`config.mk`:
```
export PLATFORM = sky130hd
export DESIGN_NAME = hff_frame_fifo
export DESIGN_NICKNAME = d
export VERILOG_FILES = /design/src/rtl/hff_pkg.sv /design/src/rtl/hff_stream_if.sv /design/src/rtl/hff_fifo.sv /design/src/rtl/hff_frame_fifo.sv
export SDC_FILE = /design/constraint.sdc
export NUM_CORES = 2
export LEC_CHECK = 0
export BUFFER_PORTS_ARGS = -buffer_cell sky130_fd_sc_hd__buf_4
export CAP_MARGIN = 20
export CORE_UTILIZATION = 57
export DETAILED_ROUTE_END_ITERATION = 7
export GPL_ROUTABILITY_DRIVEN = 0
export PLACE_DENSITY = 0.73
export SLEW_MARGIN = 20
export SYNTH_ARGS = -nofsm -noshare
export SYNTH_HDL_FRONTEND = slang
export SYNTH_SLANG_ARGS = --single-unit
```
`constraint.sdc`:
```
create_clock -name clk_i -period 9.9 [get_ports clk_i]
set_clock_uncertainty 0.05 [all_clocks]
set_input_delay 0.99 -clock clk_i [delete_from_list [all_inputs] [get_ports clk_i]]
set_output_delay 0.99 -clock clk_i [all_outputs]
set_load 0.02 [all_outputs]
```
`src/rtl/hff_pkg.sv`:
```
package hff_pkg;

	// buffer geometry
	localparam int unsigned BYTE_W = 8;
	localparam int unsigned CNT_W = 7;
	localparam int unsigned RX_DEPTH = 64;
	localparam int unsigned RX_BLOCK_BYTES = 8;
	localparam int unsigned RX_BLOCKS = 8;
	localparam int unsigned TX_DEPTH = 64;
	localparam int unsigned MAX_FRAMES = 8;
	localparam int unsigned FRM_W = 3;

	// hand-off thresholds
	localparam logic [6:0] RX_PORTION = 7'h20;
	localparam logic [6:0] TX_HALF = 7'h20;
	localparam logic [3:0] FRAMES_FULL = 4'h8;

	// reset values
	localparam logic [6:0] CNT_RST = 7'h00;
	localparam logic [3:0] NFR_RST = 4'h0;
	localparam logic [2:0] PTR_RST = 3'h0;

	// host bus styles, gray along the strap order
	typedef enum logic [1:0] {
		HFF_BUS_NONMUX = 2'b00,
		HFF_BUS_MUX = 2'b01,
		HFF_BUS_RDWR = 2'b11
	} hff_bus_style_t;

endpackage : hff_pkg

```
`src/rtl/hff_stream_if.sv`:
```
`timescale 1ns/1ns
interface hff_stream_if #(
	parameter int W = 8,
	parameter int LW = 7
);
	logic in_valid;
	logic in_ready;
	logic [W-1:0] in_data;
	logic out_valid;
	logic out_ready;
	logic [W-1:0] out_data;
	logic [LW-1:0] level;

	// the buffer itself
	modport buf_side(input in_valid, input in_data, input out_ready,
		output in_ready, output out_valid, output out_data, output level);
	// the logic that fills and drains it
	modport user_side(output in_valid, output in_data, output out_ready,
		input in_ready, input out_valid, input out_data, input level);
endinterface : hff_stream_if

```
`src/rtl/hff_fifo.sv`:
```
`timescale 1ns/1ns
module hff_fifo #(
	parameter int WIDTH = 8,
	parameter int DEPTH = 32
) (
	// clock and reset
	input wire logic clk_i,
	input wire logic nrst_i,
	// stream ports
	hff_stream_if.buf_side s
);
	localparam int AW = $clog2(DEPTH);

	// pointer wraps naturally; depth must be a power of two
	function automatic logic [AW-1:0] ptr_inc(input logic [AW-1:0] p);
		return p + 1'b1;
	endfunction : ptr_inc

	logic [WIDTH-1:0] mem [DEPTH];
	logic [AW-1:0] wr_q, wr_d, rd_q, rd_d;
	logic [AW:0] cnt_q, cnt_d;
	logic ov_q, ov_d;
	logic [WIDTH-1:0] od_q;
	logic push, load;

	// ready and level from flops only
	assign s.level = (AW+1)'(cnt_q) + (AW+1)'(ov_q);
	assign s.in_ready = s.level < (AW+1)'(DEPTH);
	assign s.out_valid = ov_q;
	assign s.out_data = od_q;

	// output register refills whenever it is empty or being taken
	always_comb begin
		push = s.in_valid && s.in_ready;
		load = (cnt_q != '0) && (!ov_q || s.out_ready);
		wr_d = push ? ptr_inc(wr_q) : wr_q;
		rd_d = load ? ptr_inc(rd_q) : rd_q;
		cnt_d = cnt_q;
		if (push && !load) begin
			cnt_d = cnt_q + 1'b1;
		end else if (load && !push) begin
			cnt_d = cnt_q - 1'b1;
		end
		ov_d = load ? 1'b1 : (s.out_ready ? 1'b0 : ov_q);
	end

	always_ff @(posedge clk_i) begin
		if (!nrst_i) begin
			wr_q <= '0;
			rd_q <= '0;
			cnt_q <= '0;
			ov_q <= 1'b0;
		end else begin
			wr_q <= wr_d;
			rd_q <= rd_d;
			cnt_q <= cnt_d;
			ov_q <= ov_d;
		end
	end

	// storage and registered read data, no reset needed on the array
	always_ff @(posedge clk_i) begin
		if (push) begin
			mem[wr_q] <= s.in_data;
		end
		if (load) begin
			od_q <= mem[rd_q];
		end
	end

	a_fifo_no_over: assert property (@(posedge clk_i) disable iff (!nrst_i)
		s.level <= (AW+1)'(DEPTH))
		else $error("fifo holds more than its depth");
endmodule : hff_fifo

```
`src/rtl/hff_frame_fifo.sv`:
```
`timescale 1ns/1ns
// What this block does
// - receive buffer of 64 bytes built from eight chained 8-byte blocks
// - a frame of up to 64 bytes fits wholly in the receive buffer
// - after 32 bytes of a frame, interrupt host; host reads available bytes
// - long frames interrupt once per 32 bytes; host drains 32-byte portions
// - up to eight short frames queued at once, behind the one granted to the host
// - each interrupt hands one frame or one 32-byte portion; the rest wait in order
// - transmit buffer of 64 bytes in two 32-byte halves
// - host requests transmit after writing 32 bytes; device then sends it
// - a request without message end raises an interrupt for the next block
// - external DMA supported, enabled by a configuration bit
module hff_frame_fifo
	import hff_pkg::*;
(
	// clock and reset
	input wire logic clk_i,
	input wire logic nrst_i,
	// serial receiver side
	input wire logic rx_valid_i,
	input wire logic [7:0] rx_data_i,
	input wire logic rx_eof_i,
	output logic rx_ready_o,
	// host receive side
	input wire logic host_rd_i,
	output logic [7:0] host_rdata_o,
	output logic host_rvalid_o,
	output logic [6:0] rx_avail_o,
	output logic rx_irq_o,
	// host transmit side
	input wire logic host_wr_i,
	input wire logic [7:0] host_wdata_i,
	output logic host_wready_o,
	input wire logic tx_req_i,
	input wire logic tx_end_i,
	output logic tx_irq_o,
	// serial transmitter side
	output logic tx_valid_o,
	output logic [7:0] tx_data_o,
	output logic tx_last_o,
	input wire logic tx_ready_i,
	// straps and configuration
	input wire logic bus_multiplex_select_i,
	input wire logic bus_rdwr_select_i,
	output hff_bus_style_t bus_style_o,
	input wire logic dma_enable_i,
	output logic dma_rx_req_o,
	output logic dma_tx_req_o
);

	// strap decode: multiplexed wins over separate strobes
	function automatic hff_bus_style_t style_of(input logic mux, input logic rdwr);
		if (mux) begin
			return HFF_BUS_MUX;
		end
		return rdwr ? HFF_BUS_RDWR : HFF_BUS_NONMUX;
	endfunction : style_of

	hff_stream_if #(.W(BYTE_W), .LW(CNT_W)) rxs ();
	hff_stream_if #(.W(BYTE_W), .LW(CNT_W)) txs ();

	// 64 bytes as eight 8-byte blocks: pointer high bits pick the block,
	// so crossing a block boundary chains into the next one
	hff_fifo #(.WIDTH(BYTE_W), .DEPTH(RX_BLOCK_BYTES * RX_BLOCKS)) u_rx_buf (
		.clk_i(clk_i),
		.nrst_i(nrst_i),
		.s(rxs)
	);

	// two 32-byte halves back to back in one ring
	hff_fifo #(.WIDTH(BYTE_W), .DEPTH(TX_DEPTH)) u_tx_buf (
		.clk_i(clk_i),
		.nrst_i(nrst_i),
		.s(txs)
	);

	// ---------------- receive state ----------------
	logic [6:0] len_q [MAX_FRAMES];
	logic [2:0] head_q, head_d, tail_q, tail_d;
	logic [3:0] nfr_q, nfr_d;
	logic [6:0] cur_q, cur_d, avail_q, avail_d;
	logic rx_ready_q, rx_ready_d, rx_irq_q, rx_irq_d;
	logic [7:0] rdata_q, rdata_d;
	logic rvalid_q, rvalid_d;
	logic len_we;
	logic [6:0] len_wv;
	logic rx_push, rx_pop, part_grant;

	assign rxs.in_valid = rx_valid_i && rx_ready_q;
	assign rxs.in_data = rx_data_i;
	assign rxs.out_ready = rx_pop;

	// grants happen only when the host holds nothing, so one frame per interrupt
	always_comb begin
		rx_push = rx_valid_i && rx_ready_q && rxs.in_ready;
		rx_pop = host_rd_i && (avail_q != CNT_RST) && rxs.out_valid;
		head_d = head_q;
		tail_d = tail_q;
		nfr_d = nfr_q;
		cur_d = cur_q;
		avail_d = avail_q;
		rx_irq_d = 1'b0;
		part_grant = 1'b0;
		len_we = 1'b0;
		len_wv = CNT_RST;
		if (rx_pop) begin
			avail_d = avail_q - 7'h01;
		end
		if (avail_q == CNT_RST) begin
			if (nfr_q != NFR_RST) begin
				avail_d = len_q[head_q];
				head_d = head_q + 3'h1;
				nfr_d = nfr_d - 4'h1;
				rx_irq_d = 1'b1;
			end else if (cur_q >= RX_PORTION) begin
				avail_d = RX_PORTION;
				cur_d = cur_q - RX_PORTION;
				rx_irq_d = 1'b1;
				part_grant = 1'b1;
			end
		end
		if (rx_push) begin
			if (rx_eof_i) begin
				len_we = 1'b1;
				len_wv = cur_d + 7'h01;
				tail_d = tail_q + 3'h1;
				nfr_d = nfr_d + 4'h1;
				cur_d = CNT_RST;
			end else begin
				cur_d = cur_d + 7'h01;
			end
		end
		// registered ready leaves a one-byte margin; the frame limit is taken from the next frame count, nfr_d
		rx_ready_d = (nfr_d < FRAMES_FULL) && (rxs.level < 7'(RX_DEPTH - 1));
		rdata_d = rx_pop ? rxs.out_data : rdata_q;
		rvalid_d = rx_pop;
	end

	always_ff @(posedge clk_i) begin
		if (!nrst_i) begin
			head_q <= PTR_RST;
			tail_q <= PTR_RST;
			nfr_q <= NFR_RST;
			cur_q <= CNT_RST;
			avail_q <= CNT_RST;
			rx_ready_q <= 1'b0;
			rx_irq_q <= 1'b0;
			rdata_q <= 8'h00;
			rvalid_q <= 1'b0;
		end else begin
			head_q <= head_d;
			tail_q <= tail_d;
			nfr_q <= nfr_d;
			cur_q <= cur_d;
			avail_q <= avail_d;
			rx_ready_q <= rx_ready_d;
			rx_irq_q <= rx_irq_d;
			rdata_q <= rdata_d;
			rvalid_q <= rvalid_d;
		end
	end

	// frame length queue, read only through the head pointer
	always_ff @(posedge clk_i) begin
		if (len_we) begin
			len_q[tail_q] <= len_wv;
		end
	end

	// ---------------- transmit state ----------------
	logic [6:0] wcnt_q, wcnt_d, rel_q, rel_d, eleft_q, eleft_d;
	logic epend_q, epend_d;
	logic wready_q, wready_d, tx_irq_q, tx_irq_d;
	logic txv_q, txv_d, txl_q, txl_d;
	logic [7:0] txd_q, txd_d;
	logic tx_push, req_ok, tx_move;

	assign txs.in_valid = host_wr_i && wready_q;
	assign txs.in_data = host_wdata_i;
	assign txs.out_ready = tx_move;

	// a second message end is refused until the first has gone out
	always_comb begin
		tx_push = host_wr_i && wready_q && txs.in_ready;
		req_ok = tx_req_i && !epend_q && ((wcnt_q != CNT_RST) || tx_end_i);
		tx_move = (!txv_q || tx_ready_i) && (rel_q != CNT_RST) && txs.out_valid;
		wcnt_d = wcnt_q;
		rel_d = rel_q;
		eleft_d = eleft_q;
		epend_d = epend_q;
		tx_irq_d = 1'b0;
		txd_d = txd_q;
		txl_d = txl_q;
		txv_d = txv_q;
		if (tx_move) begin
			rel_d = rel_q - 7'h01;
			txd_d = txs.out_data;
			txv_d = 1'b1;
			txl_d = epend_q && (eleft_q == 7'h01);
			if (epend_q) begin
				eleft_d = eleft_q - 7'h01;
				epend_d = eleft_q != 7'h01;
			end
		end else if (tx_ready_i) begin
			txv_d = 1'b0;
			txl_d = 1'b0;
		end
		if (req_ok) begin
			rel_d = rel_d + wcnt_q;
			wcnt_d = CNT_RST;
			if (tx_end_i) begin
				// rel_d already holds this block, so it is the whole rest of the message
				epend_d = rel_d != CNT_RST;
				eleft_d = rel_d;
			end else begin
				tx_irq_d = 1'b1;
			end
		end
		if (tx_push) begin
			wcnt_d = wcnt_d + 7'h01;
		end
		// host fills one half before asking to send
		wready_d = (wcnt_d < TX_HALF) && (txs.level < 7'(TX_DEPTH - 1));
	end

	always_ff @(posedge clk_i) begin
		if (!nrst_i) begin
			wcnt_q <= CNT_RST;
			rel_q <= CNT_RST;
			eleft_q <= CNT_RST;
			epend_q <= 1'b0;
			wready_q <= 1'b0;
			tx_irq_q <= 1'b0;
			txv_q <= 1'b0;
			txl_q <= 1'b0;
			txd_q <= 8'h00;
		end else begin
			wcnt_q <= wcnt_d;
			rel_q <= rel_d;
			eleft_q <= eleft_d;
			epend_q <= epend_d;
			wready_q <= wready_d;
			tx_irq_q <= tx_irq_d;
			txv_q <= txv_d;
			txl_q <= txl_d;
			txd_q <= txd_d;
		end
	end

	// ---------------- straps and DMA ----------------
	hff_bus_style_t style_q, style_d;
	logic strap_done_q, strap_done_d;
	logic dma_rx_q, dma_rx_d, dma_tx_q, dma_tx_d;

	// straps caught once, on the first edge after reset is released
	always_comb begin
		strap_done_d = 1'b1;
		style_d = strap_done_q ? style_q :
			style_of(bus_multiplex_select_i, bus_rdwr_select_i);
		dma_rx_d = dma_enable_i && (avail_d != CNT_RST);
		dma_tx_d = dma_enable_i && wready_d;
	end

	always_ff @(posedge clk_i) begin
		if (!nrst_i) begin
			style_q <= HFF_BUS_NONMUX;
			strap_done_q <= 1'b0;
			dma_rx_q <= 1'b0;
			dma_tx_q <= 1'b0;
		end else begin
			style_q <= style_d;
			strap_done_q <= strap_done_d;
			dma_rx_q <= dma_rx_d;
			dma_tx_q <= dma_tx_d;
		end
	end

	// outputs straight from flops
	assign rx_ready_o = rx_ready_q;
	assign host_rdata_o = rdata_q;
	assign host_rvalid_o = rvalid_q;
	assign rx_avail_o = avail_q;
	assign rx_irq_o = rx_irq_q;
	assign host_wready_o = wready_q;
	assign tx_irq_o = tx_irq_q;
	assign tx_valid_o = txv_q;
	assign tx_data_o = txd_q;
	assign tx_last_o = txl_q;
	assign bus_style_o = style_q;
	assign dma_rx_req_o = dma_rx_q;
	assign dma_tx_req_o = dma_tx_q;

	// ---------------- checks ----------------
	a_rx_cap_bound: assert property (@(posedge clk_i) disable iff (!nrst_i)
		rxs.level <= 7'(RX_DEPTH))
		else $error("receive buffer above 64 bytes");
	a_rx_no_loss: assert property (@(posedge clk_i) disable iff (!nrst_i)
		rx_ready_q |-> rxs.in_ready)
		else $error("receive ready while buffer full");
	a_part_grant: assert property (@(posedge clk_i) disable iff (!nrst_i)
		part_grant |=> rx_irq_o && avail_q == RX_PORTION)
		else $error("partial grant not 32 bytes with interrupt");
	a_portion_size: assert property (@(posedge clk_i) disable iff (!nrst_i)
		$rose(rx_irq_o) && $past(nfr_q) == NFR_RST |-> avail_q == RX_PORTION)
		else $error("portion grant of wrong size");
	a_frame_cap: assert property (@(posedge clk_i) disable iff (!nrst_i)
		nfr_q <= FRAMES_FULL)
		else $error("more than eight frames queued");
	a_one_frame: assert property (@(posedge clk_i) disable iff (!nrst_i)
		rx_irq_o |-> $past(avail_q) == CNT_RST && avail_q != CNT_RST)
		else $error("grant while host still holds bytes");
	a_tx_half: assert property (@(posedge clk_i) disable iff (!nrst_i)
		wcnt_q <= TX_HALF)
		else $error("more than a half written before request");
	a_tx_release: assert property (@(posedge clk_i) disable iff (!nrst_i)
		req_ok && !tx_end_i |=> wcnt_q == 7'($past(tx_push)) ##[0:2] rel_q != CNT_RST || txv_q)
		else $error("transmit request did not release block");
	a_tx_next_irq: assert property (@(posedge clk_i) disable iff (!nrst_i)
		req_ok && !tx_end_i |=> tx_irq_o ##1 (!tx_irq_o || $past(req_ok && !tx_end_i)))
		else $error("missing next block interrupt");
	a_style_hold: assert property (@(posedge clk_i) disable iff (!nrst_i)
		strap_done_q |=> $stable(bus_style_o))
		else $error("bus style changed after capture");
	a_dma_gate: assert property (@(posedge clk_i) disable iff (!nrst_i)
		!$past(dma_enable_i) |-> !dma_rx_req_o && !dma_tx_req_o)
		else $error("DMA request while disabled");
	a_reset_empty: assert property (@(posedge clk_i)
		!nrst_i |=> nfr_q == NFR_RST && !rx_irq_o && !tx_irq_o && rxs.level == CNT_RST)
		else $error("buffers not empty after reset");
endmodule : hff_frame_fifo

```
Word-level counts from Yosys, hierarchy flattened --
Memories as Yosys holds them, arrays and structs flattened. A register that Yosys moved wholly into a read port is not among the register bits. Index checks and enable logic that the tools add are counted.
Storage, ports and cells: output and inout bits 34, flip-flop bits (word level) 114, bits in writable memories 1080, memories kept 3
Memories:
- u_rx_buf.mem | words 64, width 8, read ports 1, clocked after Yosys merged registers in 1, wr ports 1, RTL line hff_fifo.sv:19 | logic [WIDTH-1:0] mem [DEPTH];
- u_tx_buf.mem | words 64, width 8, read ports 1, clocked after Yosys merged registers in 1, wr ports 1, RTL line hff_fifo.sv:19
- len_q | words 8, width 7, read ports 1, clocked after Yosys merged registers in 1, wr ports 1, RTL line hff_frame_fifo.sv:78 | logic [6:0] len_q [MAX_FRAMES];
Operators by class: reduce and logical (&&, ||, !) cells 51, $add $sub $neg 21, mux-type cells 56, equality and inequality tests 2, order comparisons 7
Operators with widths (number):
- $mux W7 | 23
- $reduce_bool A7 Y1 | 7
- $sub A7 B1 Y7 const B | 5
- $add A7 B1 Y7 const B | 4
- $add A6 B1 Y6 const B | 4
- $mux W1 | 24
- $logic_and A1 B1 Y1 | 21
- $lt A7 B6 Y1 const B | 3
- $mux W4 | 4
- $add A7 B1 Y7 | 2
- $lt A7 B7 Y1 const B | 2
- $reduce_bool A2 Y1 | 5
- $logic_not A1 Y1 | 8
- $reduce_and A2 Y1 | 4
- $add A7 B7 Y7 | 1
- $eq A7 B1 Y1 const B | 1
- $ge A7 B6 Y1 const B | 1
- $logic_not A7 Y1 | 1
- $ne A7 B1 Y1 const B | 1
- $sub A7 B6 Y7 const B | 1
- $add A3 B1 Y3 const B | 2
- $mux W2 | 3
- $mux W3 | 2
- $add A4 B1 Y4 const B | 1
- other kinds (4) | 7

Depth between registers and ports, before layout --
depth after elaboration 9, mapped depth 17

Modules after synthesis --
Synthesis repeated with hierarchy kept, for this count alone.
Second synthesis, totals: cells, all modules 2880, area, all modules 49267.3 sq um
By module, submodules not included:
- hff_fifo | cells an instance 1147, sequential area each 16015.4 sq um, area each 21554.4 sq um, instances 2
- hff_frame_fifo | cells an instance 586, sequential area each 3223.1 sq um, area each 6158.4 sq um, instances 1

Least setup slack after synthesis --
OpenSTA, ideal clock, no wires.
path kind input-to-reg, from input port tx_ready_i, to register u_tx_buf.cnt_q[6], slack 5.974 ns, arrival 3.805 ns, stages 13, cells stage by stage nand2b_1 -> o31ai_1 -> a21oi_1 -> inv_1 -> ha_1 -> inv_1 -> ha_1 -> a21o_1 -> a21oi_1 -> o21bai_1 -> a21oi_1 -> mux2i_1 -> mux2i_1
On the way: cells in the longest elaborated chain, start to end 8, elaborated cells on any way between the ends 10
RTL lines:
- from (decl) | RTL line hff_frame_fifo.sv:41 | input wire logic tx_ready_i,
- $logic_or A1 B1 Y1 * | RTL line hff_frame_fifo.sv:186 | tx_move = (!txv_q || tx_ready_i) && (rel_q != CNT_RST) && txs.out_valid;
- $logic_and A1 B1 Y1 * (2 in a row) | RTL line hff_frame_fifo.sv:186
- $logic_or A1 B1 Y1 * | RTL line hff_fifo.sv:35 | load = (cnt_q != '0) && (!ov_q || s.out_ready);
- $logic_and A1 B1 Y1 * | RTL line hff_fifo.sv:35
- net u_tx_buf.load | RTL line hff_fifo.sv:24 | logic push, load;
- $logic_not A1 Y1 | RTL line hff_fifo.sv:39 | if (push && !load) begin
- $logic_and A1 B1 Y1 | RTL line hff_fifo.sv:39
- $mux W7 / $reduce_bool A2 Y1 (equally long branches)
- to (signal assigned) | RTL line hff_fifo.sv:56 | cnt_q <= cnt_d;
- to (decl) | RTL line hff_fifo.sv:21 | logic [AW:0] cnt_q, cnt_d;
The timed path passes the listed nets; every way through them passes the cells marked *. A chain may end at the register's enable or synchronous reset.

Worst setup path after layout --
from register u_rx_buf.cnt_q[0], to register u_rx_buf.cnt_q[6]
On the way: cells in the longest elaborated chain, start to end 6, elaborated cells on any way between the ends 14
RTL lines:
- from (decl) | RTL line hff_fifo.sv:21
- from (signal assigned) | RTL line hff_fifo.sv:56
- $add A7 B1 Y7 | RTL line hff_fifo.sv:27 | assign s.level = (AW+1)'(cnt_q) + (AW+1)'(ov_q);
- $lt A7 B7 Y1 | RTL line hff_fifo.sv:28 | assign s.in_ready = s.level < (AW+1)'(DEPTH);
- $logic_and A1 B1 Y1 | RTL line hff_fifo.sv:34 | push = s.in_valid && s.in_ready;
- $logic_not A1 Y1 | RTL line hff_fifo.sv:41 | end else if (load && !push) begin
- $logic_and A1 B1 Y1 | RTL line hff_fifo.sv:41
- $reduce_bool A2 Y1 (no source line)
Parallel ways exist; a longest one is shown, timed or not. The select of a mux whose other input is x is not followed.

==> impl_metrics.ini <==
[run_status]
status = finished, final reports clean

[clock_network]
root_buffer = clkbuf_16
path_clk_slew_ns = 0.06
cts.path.max_buffers = 3
insertion_delay_ns = 0.69
clock-sinks = 1213
post-cts-setup-buffer-count = 0
ctsResizeCount = 0
cts_made_buffers = 117
cts_hold_buf = 0
cts_tree = done
htree_levels = 3

[synthesis]
synthFlopType = edfxtp_1
synth_cell_type_count = 64
syn_nets = 2541
synth.area.top_cells = edfxtp_1 (68%), mux4_2 (16%), dfxtp_1 (4.9%)
synth-edff-count = 1096
synth_seq_cells = 1213
synthCells = 2472
yosysWarnings = 0
avgSynthCellArea_um2 = 19.5
yosysTopAreaCellShare_pct = 68.3
syn_area_um2 = 48200
yosysSeqAreaShare_pct = 73.2
yosys.area.top_type = edfxtp_1
async_reset_ff_share_pct = 0

[sta]
final.setup.tns_ns = 0
hold_viol = 0
worst_pin_slew_ns = 1.04
rsz0062_at_grt = no
period_share_pct = 42.1
finalSetupViolations = 0
slew_viol_final = 0
slew_headroom_pct = 30.2
post-route-min-period_ns = 4.17
timing.fmax_mhz = 240

[worst_setup_path]
cp_max_fo = 13
worst-r2r-cell-count = 15
critPathMaxStageDelay_ns = 0.51
crit_path_start = u_rx_buf.cnt_q[0]
cp_slowest_cell = inv_1
r2r_end = u_rx_buf.cnt_q[6]
r2r_slack_ns = 5.73
end_kind = flip-flop
critical_path_buf_inv_count = 2
worstPathRequired_ns = 10.47
r2r-start = u_rx_buf.cnt_q[0]
cp.arrival_ns = 4.74
start_kind = flip-flop
path_class = reg -> reg
crit_family = adder cells
path_cells = ha_1 > ha_1 > nand2_1 > o21ai_1 > nand3_1 > inv_1 > ha_1 > inv_1 > fa_1 > a21o_1 > a21oi_1 > o21bai_1 > a21oi_1 > mux2i_1 > mux2i_1
cp_common_cell = ha_1

[route]
via_per_inst = 6.26
dr.pass1.iters = 5
drt-total-wl_um = 99600
drc = 0
drt_iter0_markers = 2167
wl_per_cell_um = 26.4
drtAntennaViolNets = 0
num_vias = 23623

[pwr]
leakagePower_nw = 16.7
power.density_nw_per_um2 = 245
total_power_mw = 13.1
irDropWorstVdd_mv = 0.172

[hold_path]
hold_start = host_rdata_o[4]
holdCritPathClass = reg -> reg
hold-path-endpoint = host_rdata_o[4]
hold-path-cell-count = 2

[cells_and_area]
final_cell_mix = edfxtp_1 (1096), mux4_2 (350), nor2_1 (237), clkbuf_16 (120), dfxtp_1 (111)
drive_gt1_share_pct = 23.7
fin_util_pct = 64.0
stdcell_count = 3773
nNetsFinal = 2607
final_common_cell = edfxtp_1
layout-area-overhead-vs-synth_pct = 11.2
fill_cells = 5538

[global_route]
grt.total_usage_pct = 23.8
grt_max_degree = 92
antenna_found_initial = 4
grt_pass1_vias = 24274
grt-ovfl-total = 0
grt_pass1_wl_um = 152000

[die]
dieArea_um2 = 85700
core_region_area_um2 = 83700
die_x_um = 293
fp.dieH_um = 293
initial_utilization_pct = 57.5
io_pins = 62
core.rowCount = 106

[placement]
hpwl_um = 59600
dp_cells = 3553
io_buffers = 61

[job]
max_cap_violations = 0
[registers in the layout (all words and copies together) (netlist names), 3 cells and up, named ones only]
name	cells
rel_q	7
u_rx_buf.cnt_q	7
cur_q	7
nfr_q	4
u_tx_buf.s.out_data	8
tail_q	3
u_rx_buf.rd_q	6
u_tx_buf.wr_q	6
u_tx_buf.cnt_q	7
eleft_q	7
u_tx_buf.mem	512
len_q	56
u_tx_buf.rd_q	6
tx_data_o	8
u_rx_buf.mem	512
wcnt_q	7
rx_avail_o	7
u_rx_buf.s.out_data	8
u_rx_buf.wr_q	6
head_q	3
host_rdata_o	8
[cell usage after synthesis (7+ instances only)]
library cell and n:
edfxtp_1 1096, mux4_2 350, nor2_1 237, dfxtp_1 117
nand2_1 100, clkbuf_1 73, a21oi_1 69, ha_1 38
buf_1 35, xnor2_1 33, inv_1 32, xor2_1 31
nand3_1 23, buf_4 20, mux2i_1 17, nand4_1 16
o21ai_0 16, nor3_1 14, nand3b_1 12, or3_1 12
nor4_1 11, a31oi_1 9, and3_1 8, or2_2 7
[where the power goes]
group / switching (mW) / internal, mW / leakage [nW]
Sequential: 0.274 / 5.76 / 10.8
Combinational: 1.32 / 1.25 / 3.89
Clock: 1.88 / 2.65 / 1.92
[tightest hold or removal path: stages (launching register included)]
cell and delay (ns):
dfxtp_1 0.31, nand2_1 0.05, a21oi_1 0.05
[routing by layer]
| layer | track usage, % | wire length, µm | up-vias |
|---|---|---|---|
| met5 | 0 | 55 | - |
| met4 | 6.96 | 2480 | 8 |
| met3 | 4.84 | 7100 | 166 |
| met2 | 38.7 | 49600 | 868 |
| met1 | 33.1 | 40400 | 12449 |
| li1 | - | - | 10132 |
[metrics by stage]
stage / hold slack, ns / setup slack (ns) / instance area (µm²)
after floorplan: 0.404 / 5.97 / 48200
after CTS: 0.405 / 5.77 / 53600
after global placement: 0.400 / 5.63 / 49600
final: 0.404 / 5.73 / 53600
after detailed placement: 0.397 / 5.70 / 49600
after global routing: 0.426 / 5.32 / 53600
[layout make-up]
type                       instances  area (µm²)  share of cell area (%)
clock inverter                    62         714                    1.33
antenna                            1        2.50                 0.00467
multi-input combinational       1095       12200                    22.8
clock buffer                     157        3220                    6.01
tap                             1134        1420                    2.65
sequential                      1213       35300                    65.8
timing repair buffer              78         598                    1.12
inverter                          33         125                   0.234
[cell families after synthesis]
logic type | synth area share (%)
xor gates and xnor gates | 1.16
and+or+nand+nor | 4.57
AOI/OAI and AO/OA | 1.72
adders and majority gates | 1.11
buffers and inverters | 1.44
muxes | 16.8
DFF | 73.2
[worst max-delay path by stage]
| stage | end | slack, ns | depth (start not counted) |
|---|---|---|---|
| after CTS | u_tx_buf.cnt_q[6] | 5.77 | 15 |
| after global routing | u_tx_buf.cnt_q[6] | 5.32 | 15 |
| final | u_rx_buf.cnt_q[6] | 5.73 | 15 |
| after floorplan | u_tx_buf.cnt_q[6] | 5.97 | 13 |
| after detailed placement | u_rx_buf.cnt_q[6] | 5.70 | 13 |
| after global placement | u_rx_buf.cnt_q[6] | 5.63 | 13 |
(Power assumes the default switching activity.)
